### config.mk
export PLATFORM = sky130hd
export DESIGN_NAME = reset_power_seq
export DESIGN_NICKNAME = d
export VERILOG_FILES = /design/src/common/rps_pkg.sv /design/src/logic/reset_power_seq.sv /design/src/logic/pin_sync.sv /design/src/logic/supply_timer.sv
export VERILOG_INCLUDE_DIRS = /design/src /design/src/common
export SDC_FILE = /design/constraint.sdc
export NUM_CORES = 1
export LEC_CHECK = 0
export BUFFER_PORTS_ARGS = -buffer_cell sky130_fd_sc_hd__buf_2
export CELL_PAD_IN_SITES_DETAIL_PLACEMENT = 1
export CELL_PAD_IN_SITES_GLOBAL_PLACEMENT = 2
export CORE_AREA = 5 5 122 124
export DETAILED_ROUTE_END_ITERATION = 7
export DIE_AREA = 0 0 127 129
export HOLD_SLACK_MARGIN = 0.03
export PLACE_DENSITY_LB_ADDON = 0.05
export SYNTH_ARGS = -nofsm -noshare
export SYNTH_HDL_FRONTEND = slang
export SYNTH_SLANG_ARGS = --single-unit
### constraint.sdc
create_clock -name pclk -period 3.3 [get_ports pclk]
set_input_delay 0.165 -clock pclk [delete_from_list [all_inputs] [get_ports pclk]]
set_output_delay 0.165 -clock pclk [all_outputs]
set_load 0.005 [all_outputs]
### src/common/rps_defines.svh
/*
  Constants of the reset, fault and power sequencer: offsets, fields,
  reset values and timing counts. Included by the package and the design.
*/
`ifndef RPS_DEFINES_SVH
`define RPS_DEFINES_SVH
// Clock and timing
`define CLK_HZ 10000000
`define SUPPLY_TIMER_MS 10
`define TIMER_W 17
`define SOFT_HOLD_LEN 4'h8
// Synchronised pin vector layout
`define SYNC_W 7
`define IN_HWRST 0
`define IN_SWRST 1
`define IN_BATT 2
`define IN_VDD 3
`define IN_WAKE 4
`define IN_DC 5
`define IN_USB 6
// Hardware reset bit resets asserted, so reset out cannot pulse high on release
`define SYNC_RST 7'h1e
// Register offsets
`define ADDR_W 12
`define REG_CTRL 12'h000
`define REG_STATUS 12'h004
`define REG_INT_STATUS 12'h008
`define REG_INT_MASK 12'h00c
// Control fields and reset value
`define CTRL_FAULT_SLEEP 0
`define CTRL_SLEEP_CMD 1
`define CTRL_RST 1'h1
// Event bits, shared by status and mask
`define EV_W 7
`define EV_BATT 0
`define EV_VDD 1
`define EV_SWRST 2
`define EV_WAKE 3
`define EV_DC 4
`define EV_USB 5
`define EV_SOFT 6
`define BOOT_ADDR 32'h0000_0000
`endif

### src/common/rps_pkg.sv
/*
  Types of the reset, fault and power sequencer.
  Assumes rps_defines.svh on the include path.
*/
`include "rps_defines.svh"
package rps_pkg;
  // One-hot sequencer states
  typedef enum logic [4:0] {
    ST_HOLD = 5'b00001,
    ST_RELEASE = 5'b00010,
    ST_RUN = 5'b00100,
    ST_SOFT = 5'b01000,
    ST_SLEEP = 5'b10000
  } state_t;

  typedef struct packed {
    logic [`SYNC_W-1:0] stage1;
    logic [`SYNC_W-1:0] stage2;
  } sync_t;

  typedef struct packed {
    logic busy;
    logic [`TIMER_W-1:0] count;
  } timer_t;

  typedef struct packed {
    state_t state;
    logic [`SYNC_W-1:0] prev;
    logic [3:0] soft_cnt;
    logic fault_sleep;
    logic [`EV_W-1:0] int_status;
    logic [`EV_W-1:0] int_mask;
    logic irq;
    logic reset_output_n;
    logic core_power_enable;
    logic imprecise_abort;
    logic instr_abort;
    logic fetch_start;
    logic [31:0] boot_address;
    logic sw_reset_pulse;
    logic external_dc_powered;
    logic usb_host_present;
    logic timer_start;
    logic pready;
    logic pslverr;
    logic [31:0] prdata;
  } core_t;
endpackage

### src/logic/reset_power_seq.sv
/*
  Reset, fault and power-state sequencer of a processor module, with an
  APB register slave. Assumes pclk at 10 MHz, presetn async active low,
  connector pins asynchronous, watchdog and GPIO reset pulses on pclk.
*/
// Chosen here: the APB interface to the registers and the placing of the registers.
// Operation
// - Battery fault low blocks wakeup; its assertion forces sleep or an abort.
// - A falling software reset input requests a system software reset.
// - Supply fault assertion forces sleep or an unmaskable imprecise abort.
// - Supply fault is ignored for 10 ms after any wakeup.
// - Reset out follows hardware reset, released before first fetch.
// - Reset out also asserted during sleep, watchdog and GPIO resets.
// - Power enable is negated on sleep entry.
// - Hardware reset is level sensitive, aborts the current instruction.
// - After hardware reset release, execution starts at address zero.
// - Low DC indicator means running from external DC.
// - High USB attach indicator means a host is connected.
`timescale 1ns/100ps
`include "rps_defines.svh"
module reset_power_seq #(
  parameter int unsigned SUPPLY_IGNORE_CYCLES = `SUPPLY_TIMER_MS * (`CLK_HZ / 1000)
) (
  // Clock and reset
  input wire logic pclk,
  input wire logic presetn,
  // APB slave
  input wire logic psel,
  input wire logic penable,
  input wire logic pwrite,
  input wire logic [`ADDR_W-1:0] paddr,
  input wire logic [31:0] pwdata,
  output logic [31:0] prdata,
  output logic pready,
  output logic pslverr,
  // Connector pins
  input wire logic hardware_reset_in_n,
  input wire logic software_reset_req_n,
  input wire logic battery_fault_in_n,
  input wire logic supply_fault_in_n,
  input wire logic wakeup_req_n,
  input wire logic external_dc_present_n,
  input wire logic usb_client_attached,
  output logic reset_output_n,
  output logic core_power_enable,
  // On-chip soft reset sources
  input wire logic watchdog_reset,
  input wire logic gpio_reset,
  // Core side
  output logic instr_abort,
  output logic imprecise_abort,
  output logic fetch_start,
  output logic [31:0] boot_address,
  output logic sw_reset_pulse,
  output logic external_dc_powered,
  output logic usb_host_present,
  output logic irq
);
  rps_pkg::core_t q;
  rps_pkg::core_t next_q;
  logic [`SYNC_W-1:0] sync;
  logic timer_busy;

  function automatic logic fell(input logic [`SYNC_W-1:0] prev, input logic [`SYNC_W-1:0] cur, input int idx);
    fell = prev[idx] & ~cur[idx];
  endfunction

  function automatic logic changed(input logic [`SYNC_W-1:0] prev, input logic [`SYNC_W-1:0] cur, input int idx);
    changed = prev[idx] ^ cur[idx];
  endfunction

  // Every pin read below goes through this first
  pin_sync u_sync (
    .pclk(pclk),
    .presetn(presetn),
    .pins({usb_client_attached, external_dc_present_n, wakeup_req_n, supply_fault_in_n,
           battery_fault_in_n, software_reset_req_n, hardware_reset_in_n}),
    .levels(sync)
  );

  supply_timer #(
    .CYCLES(SUPPLY_IGNORE_CYCLES)
  ) u_timer (
    .pclk(pclk),
    .presetn(presetn),
    .start(q.timer_start),
    .busy(timer_busy)
  );

  // Sequencer, event capture and register access
  always_comb begin
    logic access;
    logic wr;
    logic rd_clear;
    logic sleep_cmd;
    logic hw_low;
    logic batt_ev;
    logic vdd_ev;
    logic [`EV_W-1:0] ev;
    logic [31:0] rdata;
    access = 1'b0;
    wr = 1'b0;
    rd_clear = 1'b0;
    sleep_cmd = 1'b0;
    hw_low = 1'b0;
    batt_ev = 1'b0;
    vdd_ev = 1'b0;
    ev = '0;
    rdata = '0;
    next_q = q;
    next_q.prev = sync;
    next_q.imprecise_abort = 1'b0;
    next_q.instr_abort = 1'b0;
    next_q.fetch_start = 1'b0;
    next_q.sw_reset_pulse = 1'b0;
    next_q.timer_start = 1'b0;

    // Register writes and read-clear land on the access edge only
    access = psel & penable & q.pready;
    wr = access & pwrite;
    if (wr && paddr == `REG_CTRL) begin
      next_q.fault_sleep = pwdata[`CTRL_FAULT_SLEEP];
      sleep_cmd = pwdata[`CTRL_SLEEP_CMD];
    end
    if (wr && paddr == `REG_INT_MASK) begin
      next_q.int_mask = pwdata[`EV_W-1:0];
    end
    rd_clear = access & ~pwrite & (paddr == `REG_INT_STATUS);

    hw_low = ~sync[`IN_HWRST];
    batt_ev = fell(q.prev, sync, `IN_BATT);
    vdd_ev = fell(q.prev, sync, `IN_VDD) & ~timer_busy;

    // State sequence; faults outrank soft resets and commands
    case (q.state)
      rps_pkg::ST_HOLD: begin
        next_q.state = rps_pkg::ST_RELEASE;
      end
      rps_pkg::ST_RELEASE: begin
        next_q.state = rps_pkg::ST_RUN;
        next_q.fetch_start = 1'b1;
        next_q.boot_address = `BOOT_ADDR;
      end
      rps_pkg::ST_RUN: begin
        if (batt_ev || vdd_ev) begin
          ev[`EV_BATT] = batt_ev;
          ev[`EV_VDD] = vdd_ev;
          if (q.fault_sleep) begin
            next_q.state = rps_pkg::ST_SLEEP;
          end else begin
            next_q.imprecise_abort = 1'b1;
          end
        end else if (fell(q.prev, sync, `IN_SWRST)) begin
          ev[`EV_SWRST] = 1'b1;
          next_q.sw_reset_pulse = 1'b1;
          next_q.state = rps_pkg::ST_SOFT;
          next_q.soft_cnt = `SOFT_HOLD_LEN;
        end else if (watchdog_reset || gpio_reset) begin
          ev[`EV_SOFT] = 1'b1;
          next_q.state = rps_pkg::ST_SOFT;
          next_q.soft_cnt = `SOFT_HOLD_LEN;
        end else if (sleep_cmd) begin
          next_q.state = rps_pkg::ST_SLEEP;
        end
      end
      rps_pkg::ST_SOFT: begin
        if (q.soft_cnt == 4'h0) begin
          next_q.state = rps_pkg::ST_RELEASE;
        end else begin
          next_q.soft_cnt = q.soft_cnt - 4'h1;
        end
      end
      rps_pkg::ST_SLEEP: begin
        // A wake edge during a battery fault is dropped, not deferred
        if (fell(q.prev, sync, `IN_WAKE) && sync[`IN_BATT]) begin
          ev[`EV_WAKE] = 1'b1;
          next_q.timer_start = 1'b1;
          next_q.state = rps_pkg::ST_RELEASE;
        end
      end
      default: begin
        next_q.state = rps_pkg::ST_HOLD;
      end
    endcase

    // Hardware reset level overrides the next state and every core pulse; events and register writes still land
    if (hw_low) begin
      next_q.state = rps_pkg::ST_HOLD;
      next_q.imprecise_abort = 1'b0;
      next_q.sw_reset_pulse = 1'b0;
      next_q.timer_start = 1'b0;
      next_q.fetch_start = 1'b0;
      next_q.instr_abort = (q.state == rps_pkg::ST_RUN);
    end

    ev[`EV_DC] = changed(q.prev, sync, `IN_DC);
    ev[`EV_USB] = changed(q.prev, sync, `IN_USB);
    next_q.external_dc_powered = ~sync[`IN_DC];
    next_q.usb_host_present = sync[`IN_USB];

    // Outputs follow the next state so they match the state register
    next_q.reset_output_n = (next_q.state == rps_pkg::ST_RELEASE) ||
                            (next_q.state == rps_pkg::ST_RUN);
    next_q.core_power_enable = (next_q.state != rps_pkg::ST_SLEEP);

    // Clear only the bits the read returned, so an event after setup is kept; set wins
    next_q.int_status = (q.int_status & ~(rd_clear ? q.prdata[`EV_W-1:0] : '0)) | ev;
    next_q.irq = |(next_q.int_status & next_q.int_mask);

    // Answer in the setup cycle so the access phase has no wait state
    case (paddr)
      `REG_CTRL: rdata = {30'h0, 1'b0, q.fault_sleep};
      `REG_STATUS: rdata = {20'h0, timer_busy, q.usb_host_present, q.external_dc_powered,
                            q.core_power_enable, q.reset_output_n, 2'h0, q.state};
      `REG_INT_STATUS: rdata = {25'h0, q.int_status};
      `REG_INT_MASK: rdata = {25'h0, q.int_mask};
      default: rdata = '0;
    endcase
    next_q.pready = psel & ~penable;
    next_q.prdata = (psel & ~penable) ? rdata : q.prdata;
    next_q.pslverr = (psel & ~penable) & ~((paddr == `REG_CTRL) | (paddr == `REG_STATUS) |
                     (paddr == `REG_INT_STATUS) | (paddr == `REG_INT_MASK));
  end

  always_ff @(posedge pclk or negedge presetn) begin
    if (!presetn) begin
      q <= '0;
      q.state <= rps_pkg::ST_HOLD;
      q.prev <= `SYNC_RST;
      q.fault_sleep <= `CTRL_RST;
      q.core_power_enable <= 1'b1;
    end else begin
      q <= next_q;
    end
  end

  assign prdata = q.prdata;
  assign pready = q.pready;
  assign pslverr = q.pslverr;
  assign reset_output_n = q.reset_output_n;
  assign core_power_enable = q.core_power_enable;
  assign instr_abort = q.instr_abort;
  assign imprecise_abort = q.imprecise_abort;
  assign fetch_start = q.fetch_start;
  assign boot_address = q.boot_address;
  assign sw_reset_pulse = q.sw_reset_pulse;
  assign external_dc_powered = q.external_dc_powered;
  assign usb_host_present = q.usb_host_present;
  assign irq = q.irq;
endmodule // reset_power_seq

### src/logic/pin_sync.sv
/*
  Two-flop synchroniser for the connector inputs.
  Assumes the pins are asynchronous to pclk; read only the output.
*/
`timescale 1ns/100ps
`include "rps_defines.svh"
module pin_sync (
  // Clock and reset
  input wire logic pclk,
  input wire logic presetn,
  // Pins in, synchronised levels out
  input wire logic [`SYNC_W-1:0] pins,
  output logic [`SYNC_W-1:0] levels
);
  rps_pkg::sync_t q;
  rps_pkg::sync_t next_q;

  // Second stage is the only reader of the first
  always_comb begin
    next_q.stage1 = pins;
    next_q.stage2 = q.stage1;
  end

  always_ff @(posedge pclk or negedge presetn) begin
    if (!presetn) begin
      q <= {`SYNC_RST, `SYNC_RST};
    end else begin
      q <= next_q;
    end
  end

  assign levels = q.stage2;
endmodule // pin_sync

### src/logic/supply_timer.sv
/*
  Power supply timer: runs CYCLES clocks after a start pulse.
  Assumes start is a one-cycle pulse from pclk logic.
*/
`timescale 1ns/100ps
`include "rps_defines.svh"
module supply_timer #(
  parameter int unsigned CYCLES = 100000
) (
  // Clock and reset
  input wire logic pclk,
  input wire logic presetn,
  // Control
  input wire logic start,
  output logic busy
);
  rps_pkg::timer_t q;
  rps_pkg::timer_t next_q;

  // A restart reloads, so back-to-back wakeups extend the window
  always_comb begin
    next_q = q;
    if (start) begin
      next_q.busy = 1'b1;
      next_q.count = `TIMER_W'(CYCLES - 1);
    end else if (q.busy) begin
      if (q.count == '0) begin
        next_q.busy = 1'b0;
      end else begin
        next_q.count = q.count - 1'b1;
      end
    end
  end

  always_ff @(posedge pclk or negedge presetn) begin
    if (!presetn) begin
      q <= '0;
    end else begin
      q <= next_q;
    end
  end

  assign busy = q.busy;
endmodule // supply_timer

### Word level (Yosys, flattened, before mapping)

Index checks and enable logic that the tools add are counted.

| word-level totals | value |
|---|---|
| flip-flop bits (word level) | 107 |
| input bits | 58 |
| logic and storage cells | 124 |

| cells by class | value |
|---|---|
| add/sub/neg operators | 2 |
| equality and inequality tests | 15 |
| mux-type cells | 40 |
| bitwise operators | 30 |
| reductions and logical operators | 14 |

Operators with widths:

| cell | number |
|---|---|
| 12-bit one-hot mux with 4 select lines | 1 |
| 5-bit two-way mux | 8 |
| 18-bit two-way mux | 2 |
| 33-bit two-way mux | 1 |
| 5-bit one-hot mux with 5 select lines | 1 |
| 12-bit by 4-bit == test with 1-bit output (second input constant) | 2 |
| 17-bit logical NOT | 1 |
| 17-bit two-way mux | 1 |
| 17-bit by 1-bit subtractor with 17-bit output (second input constant) | 1 |
| 1-bit two-way mux | 16 |
| 4-bit two-way mux | 4 |
| 7-bit AND | 2 |
| 7-bit two-way mux | 2 |
| 1-bit AND | 12 |
| 12-bit by 3-bit == test with 1-bit output (second input constant) | 1 |
| 12-bit logical NOT | 1 |
| 5-bit by 2-bit == test with 1-bit output (second input constant) | 2 |
| 5-bit by 3-bit == test with 1-bit output (second input constant) | 2 |
| 1-bit NOT | 9 |
| 4-bit one-hot mux with 2 select lines | 1 |
| 7-bit NOT | 1 |
| 7-bit bitwise OR | 1 |
| 7-bit OR reduction | 1 |
| 3-bit two-way mux | 2 |
| other kinds (16) | 26 |

### Logic depth before layout (Yosys ltp)

| logic depth | value |
|---|---|
| depth in word-level cells | 13 |
| gate-level depth with buffers | 9 |
| gate-level depth less buffers | 8 |

### Hierarchy

A second synthesis with hierarchy kept.

| unflattened totals | value |
|---|---|
| cells, all modules | 408 |
| area, all modules | 4271.6 um2 |

Modules (own cells, without submodules):

| module | times used | cells an instance | area an instance (um2) | sequential area each (um2) |
|---|---|---|---|---|
| reset_power_seq | 1 | 286 | 2909.0 | 1335.0 |
| supply_timer | 1 | 108 | 1002.2 | 450.4 |
| pin_sync | 1 | 14 | 360.3 | 360.3 |

### Worst setup path after synthesis

Ideal clock, no wire load.

| timing path | value |
|---|---|
| path type | register to register |
| start | register u_timer.q[11] (netlist bit) |
| end | register u_timer.q[15] (netlist bit) |
| library setup time | 0.131 ns |
| arrival | 2.366 ns |
| required time | 3.169 ns |
| path slack | 0.803 ns |
| cell stages (with the launch flop) | 8 |
| buffers on the path | 1 |
| cell sequence | dfrtp_1 -> or4_4 -> or3_4 -> o41ai_4 -> or3_1 -> buf_4 -> nor3_1 -> or3_1 |

| between the ends | value |
|---|---|
| word-level cells in the longest chain between the ends | 4 |
| elaborated cells on any way between the ends | 7 |

Ends and longest elaborated chain:

| element | line | RTL |
|---|---|---|
| start, declared | supply_timer.sv:17 | `rps_pkg::timer_t q;` |
| start signal, assigned | supply_timer.sv:39 | `q <= next_q;` |
| 17-bit by 1-bit subtractor with 17-bit output | supply_timer.sv:30 | `next_q.count = q.count - 1'b1;` |
| 17-bit two-way mux | supply_timer.sv:27 | `if (q.count == '0) begin` |
| 18-bit two-way mux | supply_timer.sv:26 | `end else if (q.busy) begin` |
| 18-bit two-way mux | supply_timer.sv:23 | `if (start) begin` |

Several ways; a longest one is shown, not always the timed one. The select of a mux whose other input is x is not followed.
A chain may end at the register's enable or synchronous reset.

### Worst setup path in the final report

Same ends and word-level chain as after synthesis.

==> flow_summary.yaml <==
worst_setup_path:
  critPathTopFamily: "simple AND/OR/NAND/NOR gates"
  timing.rr.end: "u_timer.q[15]"
  r2r-start: "u_timer.q[11]"
  critPathLaunch: "u_timer.q[11]"
  cp_max_fo: 10
  worst-path-stages: 7
  path_buf_inv: 1
  crit_top_cell: "or3_1"
  worstPathCellList: "or4_4 -> or3_4 -> o41ai_4 -> buf_4 -> or3_1 -> nor3_1 -> or3_1"
  endpoint: "u_timer.q[15]"
  cp-start-kind: "flop"
  cpMaxStageDelayCell: "or4_4"
  ff2ff_path_depth: 7
  required_ns: 3.52
  crit_path_end_kind: "flop"
  critical_path_class: "flop to flop"
  reg2reg_setup_slack_ns: 0.55
  crit_path_max_incr_delay_ns: 0.56
  cp.arrival_ns: 2.97
sta:
  setup_viol: 0
  fin_crit_ns: 2.75
  clock.fmax_ghz: 0.363
  hold_viol: 0
  period_share: 0.834
  tns_ns: 0
  skew_ns: 0.00671
  slew_violations: 0
  worst_slew_pin_slew_ns: 0.798
  slew_headroom: 0.468
  worst_slack_ns: 0.547
  rsz0062_at_grt: "no"
clock_network:
  cts_root_buf: "clkbuf_16"
  clk_latency_ns: 0.35
  post_cts_resized: 0
  cts.sinks: 85
  htree_levels: 3
  path_clk_slew_ns: 0.06
  cts_buffers: 9
  max-clock-path-buffers: 2
  tritoncts: "done"
synthesis:
  synth.area.top_cells: "dfrtp_1 (42%), buf_4 (12%), dfstp_2 (9.6%)"
  synth_cell_type_count: 50
  ys_async_sr_fraction: 1.00
  netlist_instances: 391
  synth_common_cells: "dfrtp_1 (70), buf_4 (66), nand2_1 (30)"
  synth_most_common_cell: "dfrtp_1"
  synth_top_area_share: 0.424
  yosys_warnings: 0
  synthFlopType: "dfrtp_1"
  synth-seq-cells: 85
  syn_area_per_cell_sq_um: 10.6
  syn_area_sq_um: 4130
  seq_area_frac_synth: 0.520
  synth_top_area_cell: "dfrtp_1"
  synth_edf_count: 0
layout:
  finalNetCount: 511
  final_cell_count_no_fill: 636
  antenna_cells: 0
  final_util: 0.346
  synthToLayoutAreaGrowth_pct: 14.7
  layout-drive-gt1-share: 0.246
  fin_area_sq_um: 4730
detailed_routing:
  drt_iter0_drc: 81
  routedWlPerCell_um: 15.8
  vias_per_cell: 4.44
  vias: 2825
  dr.pass1.iters: 4
  drc: 0
  ant_nets: 0
  drt_wl_total_um: 10000
die:
  die_w_um: 127
  die_area_sq_um: 16400
  rows: 43
  io_pins: 133
  start_util: 0.302
  core_sq_um: 13700
  die_height_um: 129
place:
  place_ws_ns: 0.590
  place_area_sq_um: 4360
  gp_congestion: 0.774
  dp_cells: 612
  io_buffers: 55
  place_hpwl_um: 7420
power:
  power.density_nw_per_um2: 496
  peakVddDrop_mv: 0.229
  power_leakage_uw: 0.00236
grt:
  grtUsageTotal: 0.130
  grt.overflow.total: 0
  grt_pass1_wl_um: 16300
  antenna_found_initial: 0
  grt_pass1_vias: 3037
  grt_max_degree: 49
hold_path:
  hold_class: "input port to flop"
  min_path_cells: 2
outcome:
  status: "finished clean"
run:
  max_cap_viol_count: 0
==> per-stage QoR <==
stage / hold slack (ns) / total power (uW)
global placement: 0.234 / 1340
detailed placement: 0.231 / 1350
floorplan: -0.131 / 1300
CTS: 0.0553 / 2390
global route: 0.0647 / 2470
finish: 0.0706 / 2350
==> placed cells by master (no fill, tap or decap), types with 8 or more instances in the layout <==
cell and n:
clkbuf_16 9, dfrtp_1 70, dlygate4sd3_1 8, a21oi_1 11
or3_1 11, buf_2 54, o31ai_1 9, inv_1 11
o21ai_0 12, buf_4 9, nand3_1 12, nand2_1 30
nor2_1 25, nor3_1 9, conb_1 52, nand2b_1 8
dfstp_2 15, mux2_2 9
==> routing by layer <==
metal  up-vias  part of all wire  global-route usage
met5         -                 0                   0
met2        61              0.48               0.210
met1      1412              0.46               0.165
met3        10             0.050              0.0436
li1       1342                 -                   -
met4         0             0.014              0.0429
==> worst reg2reg max path: stages (launching register included) <==
cell,delay (ns)
dfrtp_1,0.40
or4_4,0.56
or3_4,0.39
o41ai_4,0.35
buf_4,0.23
or3_1,0.28
nor3_1,0.08
or3_1,0.34
==> worst min-delay path by stage <==
stage	start	to	slack, ns
floorplan	presetn	external_dc_powered	-0.13
global placement	presetn	u_timer.q[10]	0.23
detailed placement	presetn	u_timer.q[10]	0.23
CTS	pwdata[5]	q[81]	0.06
global route	pwdata[5]	q[81]	0.06
finish	pwdata[5]	q[81]	0.07
==> power breakdown <==
group | leakage [uW] | internal, uW | switching [uW]
sequential | 0.00107 | 1100 | 38.4
combinational | 0.00115 | 78.9 | 118
clock | 0.000143 | 605 | 413
total | 0.00236 | 1780 | 569
==> registers in the layout (all words and copies together), names as in the netlist <==
signal	cells
imprecise_abort	1
external_dc_powered	1
pready	1
u_sync.levels	7
instr_abort	1
u_timer.busy	1
pslverr	1
fetch_start	1
irq	1
q	31
core_power_enable	1
reset_output_n	1
u_sync.next_q	7
prdata	12
sw_reset_pulse	1
u_timer.q	17
==> layout make-up <==
class	count	area (sq um)
fill	1566	8930
clock buffer	12	246
tap	180	225
multi-input combinational	272	1610
inverter	12	45.0
clock inverter	4	47.5
sequential	85	2150
timing repair buffer	71	418
==> cells by family after synthesis <==
kind of cell               count (synthesis)  synth area share
muxes                                     16            0.0446
DFF                                       85             0.520
buffers and inverters                     85             0.137
xor gates and xnor gates                  12            0.0255
AOI/OAI and AO/OA                         53            0.0885
other                                      1          0.000909
adders and majority gates                  2           0.00606
and+or+nand+nor                          137             0.177
==> timing repair <==
item                                   in CTS  in global routing
endpoints found under the hold margin      50                  0
hold buffers                                8                  0
setup buffers                               0                  0
Note: power is estimated with default switching activity, not from simulation.
